===== config.mk =====
export PLATFORM = sky130hd
export DESIGN_NAME = bal_core
export DESIGN_NICKNAME = d
export VERILOG_FILES = /design/src/bal_pkg.sv /design/src/bal_byte_adder.sv /design/src/bal_core.sv
export SDC_FILE = /design/constraint.sdc
export NUM_CORES = 1
export LEC_CHECK = 0
export BUFFER_PORTS_ARGS = -buffer_cell sky130_fd_sc_hd__buf_2
export CORE_MARGIN = 4
export CORE_UTILIZATION = 40
export DETAILED_ROUTE_END_ITERATION = 10
export MAX_ROUTING_LAYER = met4
export PLACE_DENSITY = 0.6
export SETUP_SLACK_MARGIN = 0.3
export SYNTH_ARGS = -nofsm -noshare
export SYNTH_HDL_FRONTEND = slang
export SYNTH_SLANG_ARGS = --single-unit

===== constraint.sdc =====
create_clock -name clk_sys -period 3.65 [get_ports clk_sys]
set_clock_uncertainty 0.15 [all_clocks]
set_input_delay 0.365 -clock clk_sys [delete_from_list [all_inputs] [get_ports clk_sys]]
set_output_delay 0.365 -clock clk_sys [all_outputs]
set_load 0.03 [all_outputs]

===== src/bal_pkg.sv =====
package bal_pkg;

	localparam int DATA_W = 8;
	localparam int WORD_W = 16;
	localparam int OP_W = 5;

	// Cycles each operation class occupies
	localparam int BYTE_OP_CYCLES = 1;
	localparam int PAIR_OP_CYCLES = 2;

	// Flag positions in the status byte
	localparam int FLAG_C = 0;
	localparam int FLAG_Z = 1;
	localparam int FLAG_N = 2;
	localparam int FLAG_V = 3;
	localparam int FLAG_S = 4;
	localparam int FLAG_H = 5;

	localparam logic [7:0] FLAGS_RESET = 8'h00;
	localparam logic [7:0] ALL_ONES = 8'hFF;

	// Operation codes presented by the decoder
	localparam logic [OP_W-1:0] OP_ADD = 5'h00;
	localparam logic [OP_W-1:0] OP_ADD_CARRY = 5'h01;
	localparam logic [OP_W-1:0] OP_PAIR_INCREMENT_BY_IMM = 5'h02;
	localparam logic [OP_W-1:0] OP_SUB = 5'h03;
	localparam logic [OP_W-1:0] OP_DIFFERENCE_IMMEDIATE = 5'h04;
	localparam logic [OP_W-1:0] OP_DIFFERENCE_MINUS_CARRY = 5'h05;
	localparam logic [OP_W-1:0] OP_DIFFERENCE_IMM_MINUS_CARRY = 5'h06;
	localparam logic [OP_W-1:0] OP_PAIR_DECREMENT_BY_IMM = 5'h07;
	localparam logic [OP_W-1:0] OP_AND = 5'h08;
	localparam logic [OP_W-1:0] OP_CONJUNCTION_IMMEDIATE = 5'h09;
	localparam logic [OP_W-1:0] OP_OR = 5'h0A;
	localparam logic [OP_W-1:0] OP_DISJUNCTION_IMMEDIATE = 5'h0B;
	localparam logic [OP_W-1:0] OP_EXCLUSIVE_DISJUNCTION = 5'h0C;
	localparam logic [OP_W-1:0] OP_INVERT_ALL_BITS = 5'h0D;

	typedef enum logic [1:0] {
		BAL_IDLE,
		BAL_PAIR_HIGH
	} bal_state_e;

endpackage


===== src/bal_byte_adder.sv =====
`timescale 1ns/1ps
// Add or subtract with borrow-in; gives half carry and overflow as well
module bal_byte_adder (
	input wire logic [7:0] a,
	input wire logic [7:0] b,
	input wire logic cin,
	input wire logic subtract,
	output logic [7:0] sum,
	output logic carry,
	output logic half,
	output logic ovf
);
	logic [4:0] low;
	logic [8:0] full;
	logic [7:0] b_eff;

	always_comb begin
		b_eff = subtract ? ~b : b;
		// Subtract as a + ~b + ~borrow
		low = {1'b0, a[3:0]} + {1'b0, b_eff[3:0]} + {4'h0, cin ^ subtract};
		full = {1'b0, a} + {1'b0, b_eff} + {8'h00, cin ^ subtract};
		sum = full[7:0];
		carry = full[8] ^ subtract;
		half = low[4] ^ subtract;
		ovf = (a[7] == b_eff[7]) && (sum[7] != a[7]);
	end
endmodule // bal_byte_adder


===== src/bal_core.sv =====
`timescale 1ns/1ps
// Behaviour
// - Register add, optional carry, five flags, one clock
// - Pair add immediate, ZCNVS flags, two clocks
// - Register subtract, optional carry, five flags
// - Immediate subtract, optional carry, five flags
// - Pair subtract immediate, ZCNVS, two clocks
// - AND register or immediate, flags ZNV
// - OR register/immediate, XOR registers, flags ZNV
// - Invert destination, flags ZCNV, carry set
module bal_core (
	input wire logic clk_sys,
	input wire logic rst_n,
	input wire logic clk_en,
	input wire logic start,
	input wire logic [bal_pkg::OP_W-1:0] op,
	input wire logic [7:0] dest_reg,
	input wire logic [7:0] source_reg,
	input wire logic [7:0] dest_high_reg,
	input wire logic [7:0] immediate,
	output logic [7:0] result,
	output logic [7:0] result_high,
	output logic result_valid,
	output logic result_pair,
	output logic busy,
	output logic [7:0] flags
);
	bal_pkg::bal_state_e state, next_state;
	logic [7:0] next_result, next_result_high, next_flags;
	logic next_result_valid, next_result_pair, next_busy;
	logic [7:0] low_sum, pair_low;
	logic pair_carry, pair_sub, next_pair_carry, next_pair_sub;
	logic [7:0] next_pair_low, next_pair_high_in;
	logic [7:0] pair_high_in;
	logic [7:0] add_a, add_b, add_s;
	logic add_cin, add_sub, add_c, add_h, add_v;
	logic [7:0] logic_r;
	logic [15:0] pair_word;

	always_comb begin
		add_a = dest_reg;
		add_b = source_reg;
		add_cin = 1'b0;
		add_sub = 1'b0;
		if (state == bal_pkg::BAL_PAIR_HIGH) begin
			// Second cycle: high byte with carry/borrow from the low byte
			add_a = pair_high_in;
			add_b = 8'h00;
			add_cin = pair_carry;
			add_sub = pair_sub;
		end else begin
			case (op)
				bal_pkg::OP_ADD_CARRY: add_cin = flags[bal_pkg::FLAG_C];
				bal_pkg::OP_SUB: add_sub = 1'b1;
				bal_pkg::OP_DIFFERENCE_MINUS_CARRY: begin
					add_sub = 1'b1;
					add_cin = flags[bal_pkg::FLAG_C];
				end
				bal_pkg::OP_DIFFERENCE_IMMEDIATE: begin
					add_sub = 1'b1;
					add_b = immediate;
				end
				bal_pkg::OP_DIFFERENCE_IMM_MINUS_CARRY: begin
					add_sub = 1'b1;
					add_b = immediate;
					add_cin = flags[bal_pkg::FLAG_C];
				end
				bal_pkg::OP_PAIR_INCREMENT_BY_IMM: add_b = immediate;
				bal_pkg::OP_PAIR_DECREMENT_BY_IMM: begin
					add_sub = 1'b1;
					add_b = immediate;
				end
				default: ;
			endcase
		end
	end

	bal_byte_adder u_adder (
		.a(add_a),
		.b(add_b),
		.cin(add_cin),
		.subtract(add_sub),
		.sum(add_s),
		.carry(add_c),
		.half(add_h),
		.ovf(add_v)
	);

	always_comb begin
		case (op)
			bal_pkg::OP_AND, bal_pkg::OP_CONJUNCTION_IMMEDIATE:
				logic_r = dest_reg & (op == bal_pkg::OP_AND ? source_reg : immediate);
			bal_pkg::OP_OR, bal_pkg::OP_DISJUNCTION_IMMEDIATE:
				logic_r = dest_reg | (op == bal_pkg::OP_OR ? source_reg : immediate);
			bal_pkg::OP_EXCLUSIVE_DISJUNCTION: logic_r = dest_reg ^ source_reg;
			default: logic_r = bal_pkg::ALL_ONES - dest_reg;
		endcase
	end

	assign low_sum = add_s;
	assign pair_word = {add_s, pair_low};

	always_comb begin
		next_state = state;
		next_result = result;
		next_result_high = result_high;
		next_flags = flags;
		next_result_valid = 1'b0;
		next_result_pair = 1'b0;
		next_busy = busy;
		next_pair_low = pair_low;
		next_pair_carry = pair_carry;
		next_pair_sub = pair_sub;
		next_pair_high_in = pair_high_in;
		case (state)
			bal_pkg::BAL_IDLE: begin
				if (start) begin
					case (op)
						bal_pkg::OP_ADD, bal_pkg::OP_ADD_CARRY, bal_pkg::OP_SUB, bal_pkg::OP_DIFFERENCE_IMMEDIATE,
						bal_pkg::OP_DIFFERENCE_MINUS_CARRY, bal_pkg::OP_DIFFERENCE_IMM_MINUS_CARRY: begin
							next_result = low_sum;
							next_result_valid = 1'b1;
							next_flags[bal_pkg::FLAG_C] = add_c;
							next_flags[bal_pkg::FLAG_H] = add_h;
							next_flags[bal_pkg::FLAG_V] = add_v;
							next_flags[bal_pkg::FLAG_N] = low_sum[7];
							next_flags[bal_pkg::FLAG_Z] = (low_sum == 8'h00);
						end
						bal_pkg::OP_PAIR_INCREMENT_BY_IMM, bal_pkg::OP_PAIR_DECREMENT_BY_IMM: begin
							// Low byte now, high byte next cycle
							next_pair_low = low_sum;
							next_pair_carry = add_c;
							next_pair_sub = add_sub;
							next_pair_high_in = dest_high_reg;
							next_busy = 1'b1;
							next_state = bal_pkg::BAL_PAIR_HIGH;
						end
						bal_pkg::OP_AND, bal_pkg::OP_CONJUNCTION_IMMEDIATE, bal_pkg::OP_OR,
						bal_pkg::OP_DISJUNCTION_IMMEDIATE, bal_pkg::OP_EXCLUSIVE_DISJUNCTION: begin
							next_result = logic_r;
							next_result_valid = 1'b1;
							next_flags[bal_pkg::FLAG_V] = 1'b0;
							next_flags[bal_pkg::FLAG_N] = logic_r[7];
							next_flags[bal_pkg::FLAG_Z] = (logic_r == 8'h00);
						end
						bal_pkg::OP_INVERT_ALL_BITS: begin
							next_result = logic_r;
							next_result_valid = 1'b1;
							next_flags[bal_pkg::FLAG_C] = 1'b1;
							next_flags[bal_pkg::FLAG_V] = 1'b0;
							next_flags[bal_pkg::FLAG_N] = logic_r[7];
							next_flags[bal_pkg::FLAG_Z] = (logic_r == 8'h00);
						end
						default: ;
					endcase
				end
			end
			bal_pkg::BAL_PAIR_HIGH: begin
				next_result = pair_low;
				next_result_high = add_s;
				next_result_valid = 1'b1;
				next_result_pair = 1'b1;
				next_busy = 1'b0;
				next_flags[bal_pkg::FLAG_C] = add_c;
				// Word overflow: sign flip against the operand high byte
				next_flags[bal_pkg::FLAG_V] = pair_sub ? (pair_high_in[7] & ~add_s[7]) : (~pair_high_in[7] & add_s[7]);
				next_flags[bal_pkg::FLAG_N] = add_s[7];
				next_flags[bal_pkg::FLAG_Z] = (pair_word == 16'h0000);
				next_flags[bal_pkg::FLAG_S] = add_s[7] ^ next_flags[bal_pkg::FLAG_V];
				next_state = bal_pkg::BAL_IDLE;
			end
			default: next_state = bal_pkg::BAL_IDLE;
		endcase
	end

	always_ff @(posedge clk_sys or negedge rst_n) begin
		if (!rst_n) begin
			state <= bal_pkg::BAL_IDLE;
			result <= 8'h00;
			result_high <= 8'h00;
			result_valid <= 1'b0;
			result_pair <= 1'b0;
			busy <= 1'b0;
			flags <= bal_pkg::FLAGS_RESET;
			pair_low <= 8'h00;
			pair_carry <= 1'b0;
			pair_sub <= 1'b0;
			pair_high_in <= 8'h00;
		end else if (clk_en) begin
			state <= next_state;
			result <= next_result;
			result_high <= next_result_high;
			result_valid <= next_result_valid;
			result_pair <= next_result_pair;
			busy <= next_busy;
			flags <= next_flags;
			pair_low <= next_pair_low;
			pair_carry <= next_pair_carry;
			pair_sub <= next_pair_sub;
			pair_high_in <= next_pair_high_in;
		end
	end
endmodule // bal_core


==> results.json <==
{
  "viasPerCell": 5.57,
  "crit_chain": "o41ai_4, buf_6, xor2_4, fa_2, inv_2, fa_2, a211oi_4, buf_4, buf_4, o21ai_1, a31o_2, a21oi_2, xnor2_1, nor3b_1, nor2_1",
  "finalInstanceArea_um2": 4170,
  "dr.pass1.iters": 4,
  "clkLatencyLatePin_ns": 0.30,
  "achievable-frequency_ghz": 0.293,
  "p_leak_uw": 0.00196,
  "row_count": 32,
  "synth_ff_type": "dfrtp_1",
  "wl_met2_um": 4390,
  "gp_congestion": 0.889,
  "worst_setup_path_start_kind": "flop",
  "synth_cell_types": 58,
  "grt_pass1_vias": 3021,
  "grt_antenna_before_repair": 0,
  "required_ns": 3.69,
  "grt_max_degree": 44,
  "cp_slowest_cell": "dfrtp_2",
  "async_flop_share_pct": 100,
  "pre_cts_slack_ns": -0.100,
  "syn_area_um2": 3310,
  "core_um2": 7890,
  "hold_path_class": "input port to asynchronous set/reset pin",
  "hold_viol": 0,
  "syn_inst": 367,
  "synth-edff-count": 0,
  "route.met3.wl_um": 459,
  "cts_tree": "built",
  "root_buffer": "clkbuf_8",
  "wirelength_um": 9490,
  "h-tree-depth": 2,
  "io_buffers": 65,
  "crit_buf_inv": 4,
  "cts_buffer_depth": 2,
  "cts_buffers": 5,
  "drive_gt1_share_pct": 36.2,
  "vdd_ir_drop_max_mv": 0.327,
  "drt_iter0_markers": 190,
  "synth_common_cells": "dfrtp_1 (43), nand2_1 (34), o21ai_0 (31), a21oi_1 (29), mux2_2 (28)",
  "critPathKind": "flop to flop",
  "worstPathArrival_ns": 3.45,
  "wl_per_cell_um": 17.2,
  "yosys.area.top_type_share_pct": 32.5,
  "utilization_pct": 52.9,
  "period_needed_ns": 3.41,
  "cts.sinks": 43,
  "antenna_cells": 0,
  "whs_ns": 0.0664,
  "yosysWarnings": 0,
  "critPathMaxStageDelay_ns": 0.48,
  "maxSlewHeadroom_pct": 34.9,
  "grt_setup_unrepaired": "true",
  "filler_cell_count": 757,
  "yosysMostFrequentCell": "dfrtp_1",
  "cp_top_family": "compound AO/OA/AOI/OAI gates",
  "vias": 3074,
  "slew_viol_final": 0,
  "clkTransAtPathRegs_ns": 0.08,
  "die_w_um": 98.9,
  "fin_crit_sh_pct": 93.4,
  "cap_violations": 0,
  "grt_first_pass_wirelength_um": 15400,
  "fp.dieH_um": 98.9,
  "ys_seq_area_share_pct": 32.5,
  "syn2layout_area_growth_pct": 26.0,
  "hpwlAfterDp_um": 7190,
  "cts_hold_buf": 0,
  "crit_path_max_fanout": 4,
  "die_area_um2": 9790,
  "worstRegToRegCells": 15,
  "syn_avg_cell_area_um2": 9.01,
  "synth_area_leader_cell": "dfrtp_1",
  "p_per_area_nw_per_um2": 517,
  "crit_cells": 15,
  "num_io_pins": 68,
  "ys_ff_latch": 43,
  "initial_utilization_pct": 41.9,
  "antenna_left": 0,
  "grt_util_all_layers_pct": 20.0,
  "worst_slew_pin_slew_ns": 0.976,
  "placement.cell_area_um2": 3880,
  "gr-total-overflow": 0,
  "setup_ws_ns": 0.239,
  "top_layer": "met4",
  "tns_ns": 0,
  "crit_path_end_kind": "flop",
  "drc": 0,
  "met1_length_um": 4380,
  "yosys-top-cells-area": "dfrtp_1 (33%), mux2_2 (9.5%), mux2i_1 (7.0%)",
  "final_nets": 500,
  "setup_viol": 0,
  "outcome": "finished, final reports clean"
}
-- repair_timing --
action                     4_1_cts  5_1_grt
setup endpoints to repair        1        7
setup buffers                    2        6
pin swaps                       10        8
gates resized for setup          7       10
-- cell usage in the layout, fill, tap and decap left out, types with 3 or more instances in the layout --
cell      count
nand4_1       3
nor2b_1       4
mux2i_1      23
nand3b_1      3
a21oi_1      26
xor2_1       11
o311ai_0      3
a22o_1        3
a21oi_2       3
nor4_1        3
nor2_1       23
buf_2        63
nand2_1      33
ha_1          8
a211oi_1      3
buf_4        35
nor3_1        7
o21ai_0      28
inv_1         6
xnor2_1       5
dfrtp_1      42
clkbuf_8      5
nand3_1       4
mux2_2       27
o31ai_1       6
nor3b_1       4
o22ai_1       6
o21ai_1       6
-- worst register-to-register path: cells and delay by family, from the launching register on --
family,cells,cell delay [ns]
compound gates,5,1.04
fa+ha+maj,2,0.60
flops,1,0.48
buf+inv,4,0.48
simple gates,2,0.29
xor+xnor,2,0.26
-- final timing paths --
| path | startpoint | to | slack [ns] |
|---|---|---|---|
| setup / recovery | busy | flags[0] | 0.24 |
| hold reg to reg | result[7] | result[7] | 0.33 |
| setup reg to reg | busy | flags[0] | 0.24 |
| max in group asynchronous | rst_n | busy | 2.63 |
| hold / removal | rst_n | result_high[3] | 0.07 |
| min in group clk_sys | dest_high_reg[7] | pair_high_in[7] | 0.14 |
-- final cells by class --
class	instances	area, um2	area share, %
clock buffer	6	72.6	1.74
clock inverter	2	60.1	1.44
inverter	7	26.3	0.630
multi-input combinational	291	2180	52.2
sequential	43	1080	25.8
tap	102	128	3.06
timing repair buffer	101	629	15.1
-- registers in the layout (all words and copies together) (netlist names) --
register      flops
pair_sub          1
pair_low          8
result_valid      1
flags             6
pair_high_in      8
result_high       8
result_pair       1
busy              1
pair_carry        1
result            8
-- layer usage --
metal	GRT usage [%]	vias up
met5	-	-
met4	6.09	0
met3	3.47	21
met2	31.6	92
met1	26.2	1467
li1	-	1494
-- power by group --
| group | switching [uW] | total [uW] | internal, uW | leakage (uW) |
|---|---|---|---|---|
| clock | 170 | 443 | 274 | 0.0000654 |
| sequential | 96.6 | 724 | 628 | 0.000546 |
| combinational | 588 | 989 | 401 | 0.00134 |
| total | 854 | 2160 | 1300 | 0.00196 |
-- cell families (layout without fill, tap and decap cells) --
kind of cell	count (synthesis)	count (layout)	synth area share, %
xor gates and xnor gates	19	19	5.03
and+or+nand+nor	100	100	14.8
adders and majority gates	10	10	4.24
AOI/OAI and AO/OA	108	108	21.2
muxes	52	52	16.8
DFF	43	43	32.5
other	1	2	0.113
buffers and inverters	34	116	5.22
-- through the flow --
step,cells,total power (uW)
finish,552,2160
global route,552,2290
CTS,546,2130
detailed placement,536,1680
global placement,536,1660
floorplan,368,1350
Power figures use the tool's default switching activity.
